[config.mk]
export PLATFORM = sky130hd
export DESIGN_NAME = tcwp_timer
export DESIGN_NICKNAME = d
export VERILOG_FILES = /design/src/rtl/tcwp_pkg.sv /design/src/rtl/tcwp_timer.sv
export VERILOG_INCLUDE_DIRS = /design/src /design/src/rtl
export SDC_FILE = /design/constraint.sdc
export NUM_CORES = 1
export LEC_CHECK = 0
export BUFFER_PORTS_ARGS = -buffer_cell sky130_fd_sc_hd__buf_2
export CORE_ASPECT_RATIO = 1.4
export CORE_MARGIN = 4
export CORE_UTILIZATION = 30
export CTS_BUF_LIST = sky130_fd_sc_hd__clkbuf_8 sky130_fd_sc_hd__clkbuf_16
export DETAILED_ROUTE_END_ITERATION = 8
export MAX_ROUTING_LAYER = met4
export PLACE_DENSITY = 0.59
export RECOVER_POWER = 100
export REMOVE_ABC_BUFFERS = 1
export SYNTH_ARGS = -nofsm -noshare
export SYNTH_HDL_FRONTEND = slang
export SYNTH_SLANG_ARGS = --single-unit
[constraint.sdc]
create_clock -name clk -period 5 [get_ports clk]
set_clock_uncertainty 0.15 [all_clocks]
set_input_delay 0.25 -clock clk [delete_from_list [all_inputs] [get_ports clk]]
set_output_delay 0.25 -clock clk [all_outputs]
set_load 0.1 [all_outputs]
[src/rtl/tcwp_defines.svh]
// offsets, field positions, reset values and timing counts of the timer block
`ifndef TCWP_DEFINES_SVH
`define TCWP_DEFINES_SVH
// ----------------------------------------
// register indices, byte address = 4 * index
// ----------------------------------------
`define TCWP_IDX_COUNT 8'h01
`define TCWP_IDX_CONFIG 8'h81
`define TCWP_IDX_IRQ 8'h0B
// ----------------------------------------
// field positions
// ----------------------------------------
`define TCWP_CFG_SOURCE 5
`define TCWP_CFG_EDGE 4
`define TCWP_CFG_ASSIGN 3
`define TCWP_IRQ_ENABLE 5
`define TCWP_IRQ_FLAG 2
// ----------------------------------------
// reset values and timing
// ----------------------------------------
`define TCWP_CFG_RESET 8'hFF
`define TCWP_WR_INHIBIT 2'h2
`define TCWP_PHASE_SECOND 2'h1
`define TCWP_PHASE_FOURTH 2'h3
`define TCWP_RESP_OKAY 2'h0
`define TCWP_RESP_SLVERR 2'h2
`endif

[src/rtl/tcwp_pkg.sv]
// types of the timer block
package tcwp_pkg;
  typedef struct packed {
    logic awvalid;
    logic [11:0] awaddr;
    logic wvalid;
    logic [31:0] wdata;
    logic [3:0] wstrb;
    logic bready;
    logic arvalid;
    logic [11:0] araddr;
    logic rready;
  } tcwp_axi_req_s;
  typedef struct packed {
    logic awready;
    logic wready;
    logic bvalid;
    logic [1:0] bresp;
    logic arready;
    logic rvalid;
    logic [31:0] rdata;
    logic [1:0] rresp;
  } tcwp_axi_rsp_s;
  typedef struct packed {
    logic [1:0] phase;
    logic [7:0] count;
    logic [7:0] cfg;
    logic ie;
    logic flag;
    logic [1:0] inhib;
    logic [7:0] presc;
    logic pin_prev;
    logic samp;
    logic pend;
    logic post_tick;
    logic irq;
    logic aw_ok;
    logic [7:0] aw_idx;
    logic w_ok;
    logic [7:0] wdata;
    logic wstb;
    tcwp_axi_rsp_s rsp;
  } tcwp_state_s;
endpackage : tcwp_pkg

[src/rtl/tcwp_timer.sv]
// timer/counter with shared prescaler and register slave
`timescale 1ns/1ns
`include "tcwp_defines.svh"

// Behaviour
// timer mode without prescaler counts once per instruction cycle
// a count write blocks counting for the next two instruction cycles
// counter mode counts edges of the external count input
// edge select clear counts rising edges, set counts falling edges
// one prescaler, assigned to timer when clear, watchdog when set
// timer ratios 1:2 up to 1:256 in powers of two
// prescaler value can be neither read nor loaded by software
// wrap from FFh to 00h sets the overflow flag
// interrupt raised only with enable bit 5 set; flag at bit 2
// software clears the flag before re-enabling; hardware never clears it
// no counting during sleep, so no overflow wake-up
// count source sampled on second and fourth phase
// unscaled external input high and low at least two clock periods
// scaled external input period at least four clocks over the ratio
// external edge to increment takes three to seven clock periods
// prescaler is an 8-bit counter with a symmetrical divided output
// count write clears the prescaler while assigned to the timer
// watchdog clear clears the prescaler while assigned to the watchdog
// software clears watchdog and prescaler before moving the assignment
// ratio codes 000 to 111 give 1:2 through 1:256; the watchdog post tick divides 1:1 through 1:128 instead
// assignment change takes effect at once without halting counting
module tcwp_timer
(
  // clock and reset
  input wire logic clk,
  input wire logic nrst,
  // register bus
  input tcwp_pkg::tcwp_axi_req_s axi_req,
  output tcwp_pkg::tcwp_axi_rsp_s axi_rsp,
  // pins and core events
  input wire logic ext_count_input,
  input wire logic sleep_mode,
  input wire logic watchdog_tick,
  input wire logic watchdog_clear,
  // results
  output logic overflow_irq,
  output logic watchdog_post_tick
);
  import tcwp_pkg::*;

  // ----------------------------------------
  // helpers
  // ----------------------------------------
  function automatic logic is_mapped(input logic [7:0] idx);
    is_mapped = (idx == `TCWP_IDX_COUNT) || (idx == `TCWP_IDX_CONFIG) || (idx == `TCWP_IDX_IRQ);
  endfunction : is_mapped

  function automatic logic [7:0] low_mask(input logic [2:0] ratio);
    low_mask = 8'(({8'h00, 8'hFF} >> (5'd8 - {2'h0, ratio})));
  endfunction : low_mask

  tcwp_state_s st_r;
  tcwp_state_s st_nxt;
  logic q2;
  logic q4;
  logic to_timer;
  logic ext_mode;
  logic lvl_pin;
  logic src_lvl;
  logic presc_clk;
  logic rise;
  logic inc;
  logic inc_ok;
  logic do_wr;
  logic wr_count;
  logic wr_cfg;
  logic wr_irq;

  // ----------------------------------------
  // next state
  // ----------------------------------------
  always_comb
  begin
    st_nxt = st_r;
    q2 = st_r.phase == `TCWP_PHASE_SECOND;
    q4 = st_r.phase == `TCWP_PHASE_FOURTH;
    to_timer = !st_r.cfg[`TCWP_CFG_ASSIGN];
    ext_mode = st_r.cfg[`TCWP_CFG_SOURCE];
    lvl_pin = ext_count_input ^ st_r.cfg[`TCWP_CFG_EDGE];
    rise = 1'b0;
    inc = 1'b0;
    // bus capture
    if (axi_req.awvalid && st_r.rsp.awready)
    begin
      st_nxt.aw_ok = 1'b1;
      st_nxt.aw_idx = axi_req.awaddr[9:2];
    end
    if (axi_req.wvalid && st_r.rsp.wready)
    begin
      st_nxt.w_ok = 1'b1;
      st_nxt.wdata = axi_req.wdata[7:0];
      st_nxt.wstb = axi_req.wstrb[0];
    end
    if (st_r.rsp.bvalid && axi_req.bready)
      st_nxt.rsp.bvalid = 1'b0;
    do_wr = st_r.aw_ok && st_r.w_ok && !st_r.rsp.bvalid;
    wr_count = do_wr && st_r.wstb && (st_r.aw_idx == `TCWP_IDX_COUNT);
    wr_cfg = do_wr && st_r.wstb && (st_r.aw_idx == `TCWP_IDX_CONFIG);
    wr_irq = do_wr && st_r.wstb && (st_r.aw_idx == `TCWP_IDX_IRQ);
    if (do_wr)
    begin
      st_nxt.aw_ok = 1'b0;
      st_nxt.w_ok = 1'b0;
      st_nxt.rsp.bvalid = 1'b1;
      st_nxt.rsp.bresp = is_mapped(st_r.aw_idx) ? `TCWP_RESP_OKAY : `TCWP_RESP_SLVERR;
    end
    // reads, prescaler never visible
    if (axi_req.arvalid && st_r.rsp.arready)
    begin
      st_nxt.rsp.rvalid = 1'b1;
      st_nxt.rsp.rresp = is_mapped(axi_req.araddr[9:2]) ? `TCWP_RESP_OKAY : `TCWP_RESP_SLVERR;
      st_nxt.rsp.rdata = 32'h0000_0000;
      case (axi_req.araddr[9:2])
        `TCWP_IDX_COUNT: st_nxt.rsp.rdata[7:0] = st_r.count;
        `TCWP_IDX_CONFIG: st_nxt.rsp.rdata[7:0] = st_r.cfg;
        `TCWP_IDX_IRQ:
        begin
          st_nxt.rsp.rdata[`TCWP_IRQ_ENABLE] = st_r.ie;
          st_nxt.rsp.rdata[`TCWP_IRQ_FLAG] = st_r.flag;
        end
        default: st_nxt.rsp.rdata = 32'h0000_0000;
      endcase
    end
    else if (st_r.rsp.rvalid && axi_req.rready)
      st_nxt.rsp.rvalid = 1'b0;
    // phase counter, one instruction cycle per four clocks
    st_nxt.phase = st_r.phase + 2'h1;
    // prescaler clocking
    st_nxt.pin_prev = lvl_pin;
    if (to_timer)
      presc_clk = ext_mode ? (lvl_pin && !st_r.pin_prev) : q4;
    else
      presc_clk = watchdog_tick;
    if (presc_clk && !(to_timer && sleep_mode))
      st_nxt.presc = st_r.presc + 8'h01;
    st_nxt.post_tick = !to_timer && watchdog_tick
      && ((st_r.presc & low_mask(st_r.cfg[2:0])) == low_mask(st_r.cfg[2:0]));
    if ((to_timer && wr_count) || (!to_timer && watchdog_clear))
      st_nxt.presc = 8'h00;
    // count source and phase sampling
    src_lvl = to_timer ? st_r.presc[st_r.cfg[2:0]] : lvl_pin;
    if (!to_timer && !ext_mode)
      inc = q4;
    else
    begin
      if (q2 || q4)
      begin
        st_nxt.samp = src_lvl;
        rise = src_lvl && !st_r.samp;
      end
      if (q4)
      begin
        inc = st_r.pend;
        st_nxt.pend = rise;
      end
      else if (rise)
        st_nxt.pend = 1'b1;
    end
    inc_ok = inc && !sleep_mode && (st_r.inhib == 2'h0);
    if (q4 && (st_r.inhib != 2'h0))
      st_nxt.inhib = st_r.inhib - 2'h1;
    if (inc_ok)
      st_nxt.count = st_r.count + 8'h01;
    // register writes
    if (wr_count)
    begin
      st_nxt.count = st_r.wdata;
      st_nxt.inhib = `TCWP_WR_INHIBIT;
    end
    if (wr_cfg)
      st_nxt.cfg = st_r.wdata;
    if (wr_irq)
    begin
      st_nxt.ie = st_r.wdata[`TCWP_IRQ_ENABLE];
      st_nxt.flag = st_r.wdata[`TCWP_IRQ_FLAG];
    end
    if (inc_ok && (st_r.count == 8'hFF))
      st_nxt.flag = 1'b1;
    st_nxt.irq = st_nxt.flag && st_nxt.ie;
    st_nxt.rsp.awready = !st_nxt.aw_ok && !st_nxt.rsp.bvalid;
    st_nxt.rsp.wready = !st_nxt.w_ok && !st_nxt.rsp.bvalid;
    st_nxt.rsp.arready = !st_nxt.rsp.rvalid;
  end

  // ----------------------------------------
  // state register
  // ----------------------------------------
  always_ff @(posedge clk or negedge nrst)
  begin
    if (!nrst)
    begin
      st_r <= '0;
      st_r.cfg <= `TCWP_CFG_RESET;
      // idle level of the edge path after reset, no false edge
      st_r.samp <= 1'b1;
      st_r.pin_prev <= 1'b1;
      st_r.rsp.awready <= 1'b1;
      st_r.rsp.wready <= 1'b1;
      st_r.rsp.arready <= 1'b1;
    end
    else
      st_r <= st_nxt;
  end

  assign axi_rsp = st_r.rsp;
  assign overflow_irq = st_r.irq;
  assign watchdog_post_tick = st_r.post_tick;
endmodule : tcwp_timer

==> impl_results.md <==
* Status: finished with violations
* Failing checks: hold timing
* # port buffers at 52
* Share of power burned in registers at 43.7%
* Least-Margin Pin Slew at 1.21 ns
* Slew margin rel. at 20.0%
* Aggregate routed wire length at 7730 um
* Area of the die at 14100 um2
* Worst setup EP type: flip-flop
* Setup TNS at 0 ns
* Layout cells sized above 1 at 20.0%
* Final hold slack at -0.0386 ns
* Nets at 478
* Reg2Reg Launch Point: st_r[52]
* Sw Share at 37.4%
* Max-cap violations at 0
* CP max stage delay at 0.84 ns
* Commonest non-fill, non-tap cell in the layout: dfrtp_1
* Vias per cell at 4.72
* # DRC at 0
* Avg Synthesized Cell Area at 10.8 um2
* LEAKAGE at 0.00184 uW
* CTS tree: yes
* Worst R2R End: st_r[71]
* Peak Freq at 335 MHz
* Worst EP arrival at 3.00 ns
* Mux cell area share after synthesis at 12.0%
* Crit path launch: st_r[52]
* Final-layout fill cell count at 1237
* H-tree depth at 3
* Rows at 47
* Die Wd at 102 um
* Antenna-violating nets left at 0
* CP max stage cell: o21ai_0
* Core ar. at 11900 um2
* Post-Synth XOR/XNOR Area at 1.90%
* Hold Vio Cnt, Final at 14
* First-pass GRT wire length at 13300 um
* Hold Crit Class: primary input to asynchronous set/reset pin
* Largest net degree at the start of global routing at 70
* Most frequent cells in the layout: 56 x dfrtp_1, 34 x buf_2, 26 x o21ai_0, 26 x conb_1, 20 x nand2_1
* Int Power at 1290 uW
* Power Density at 483 nW/um2
* Clock share of power at 27.8%
* Comb pwr share at 28.5%
* Initial DRC count at 145
* Post-synthesis compound-gate area fraction at 12.0%
* Total CTS buffers at 9
* Yosys cell types at 53
* Top FF cell, synth: dfrtp_1
* Worst-path clk slew at 0.05 ns
* CP startpoint kind: flip-flop
* Net Sw Power at 770 uW
* RSZ-0062 raised after global routing: false
* Overflow after GRT at 0
* Routed WL per cell at 14.0 um
* Clk_lat worst skew at 0.33 ns
* Initial Util at 30.9%
* First-pass detailed-route iteration total at 4
* Post-synthesis sequential area ratio at 47.3%
* Crit path kind: flip-flop to flip-flop
* Final Critical Period at 2.99 ns
* # IOs at 114
* Die Ht at 139 um
* R2r worst-path depth at 4
* Clock Path Buffers at 2
* Flop2flop setup slack at 2.01 ns
* Initial antenna violation count at 0
* Seq cells post-synth at 69
* DP HPWL at 5700 um
* Endpoints failing setup at 0
* Sinks on Clock Net at 69
* Number of global-route vias before repair at 2778
* Synthesized netlist cell count at 342
* Crit path to: st_r[71]
* CP max FO at 18
* Worst path cell trace: or4b_1 -> or4_1 -> o21ai_0 -> a21oi_1
* Max VDD drop at 0.307 mV
* Synth Area in Simple Gates at 13.2%
* Via count at 2606
* PostCTS Resize Cnt at 0
* Post-Synthesis Cell Area at 3680 um2
* Ys Warns at 0
* Main combinational cell family by area after synthesis: simple AND/OR/NAND/NOR gates
* Root buf cell: clkbuf_16
* Max-slew violations at 0
* Synth Area in Adders at 2.38%
* Global-route usage over all layers at 12.1%
* Ys async rst share at 100%
* Fin crit share at 59.7%
* Layout area overhead at 15.6%
* Post-synth EDFFs at 0
* WP data required at 5.01 ns
* ANT cells at 0
* Gp weighted congestion at 0.780
## cells by family after synthesis
kind of cell | Yosys count
AND/OR/NAND/NOR | 87
AO/OA/AOI/OAI | 69
flip-flops | 69
buffers and inverters | 64
multiplexers | 37
XOR/XNOR | 8
adder cells (fa/ha/maj) | 7
other | 1
## timing repair
item                                   in CTS  in global routing
hold buffers                               17                  0
setup buffers                               0                  0
endpoints found under the hold margin      17                  0
## through the flow
stage	util, %	instance area [um2]	total power (uW)	worst slack [ns]	instances
2_1_floorplan	-	3420	1350	2.55	318
3_3_place_gp	32.5	3880	1480	2.53	519
3_5_place_dp	32.5	3880	1500	2.50	519
4_1_cts	36.2	4320	2100	2.49	552
5_1_grt	35.7	4260	2190	1.79	552
6_report	35.7	4260	2060	2.01	552
## worst min path at each step
stage | cells past startpoint | slack [ns] | endpoint
2_1_floorplan | 0 | -0.20 | axi_rsp[1]
3_3_place_gp | 2 | 0.27 | axi_rsp[39]
3_5_place_dp | 2 | 0.27 | axi_rsp[39]
4_1_cts | 2 | 0.001 | st_r[65]
5_1_grt | 2 | 0.005 | st_r[42]
6_report | 2 | -0.04 | st_r[69]
## flip-flops by register name, summed over array words and instances, names as in the netlist
register and flops:
watchdog_post_tick 1, st_r 51, overflow_irq 1, ext_mode 1
axi_rsp 15
## synthesized netlist by cell type, drive strengths merged (2+ instances only)
cell / number / area share, %
a211oi: 3 / 0.61
a21oi: 15 / 2.0
a22oi: 2 / 0.41
a31oi: 3 / 0.51
a32o: 2 / 0.54
and2: 4 / 0.68
and3: 4 / 0.68
and3b: 2 / 0.48
buf: 45 / 9.2
clkbuf: 4 / 0.41
dfrtp: 56 / 38
dfstp: 13 / 9.3
ha: 7 / 2.4
inv: 15 / 1.5
mux2: 25 / 8.4
mux2i: 11 / 3.0
nand2: 20 / 2.0
nand2b: 3 / 0.51
nand3: 7 / 0.95
nand4: 3 / 0.51
nand4b: 2 / 0.48
nor2: 13 / 1.3
nor2b: 6 / 1.0
nor3b: 2 / 0.41
nor4: 2 / 0.34
nor4b: 2 / 0.48
o2111ai: 5 / 1.2
o211ai: 4 / 0.81
o21ai: 27 / 4.0
o32a: 2 / 0.61
or2: 3 / 0.58
or3: 9 / 1.7
or4: 2 / 0.41
xnor2: 2 / 0.48
xor2: 6 / 1.4
## final cells by class
type	count	area (um2)	area share, %
Sequential cell	69	1740	40.9
Clock inverter	6	32.5	0.764
Clock buffer	10	239	5.61
Tap cell	147	184	4.32
Multi-Input combinational cell	234	1580	37.1
Inverter	15	56.3	1.32
Timing Repair Buffer	71	423	9.93
## layer usage
layer	GRT usage (%)	up-vias	share of wire [%]
met5	-	-	0
met2	20.0	72	52
met4	5.67	0	1.9
met3	2.62	10	4.6
li1	-	1273	-
met1	13.7	1251	41
## worst max-delay path, delay by kind of cell, from the launching register on
| kind | cells | cell delay (ns) |
|---|---|---|
| flops | 1 | 0.39 |
| compound gates | 2 | 0.94 |
| simple gates | 2 | 1.35 |
## power by group through the flow
stage	combinational [uW]	sequential [uW]	clock [uW]
finish	585	899	571
global route	644	930	617
CTS	605	905	590
detailed placement	591	912	0
global placement	579	904	0
floorplan	379	974	0
Note: power is estimated with default switching activity, not from simulation.
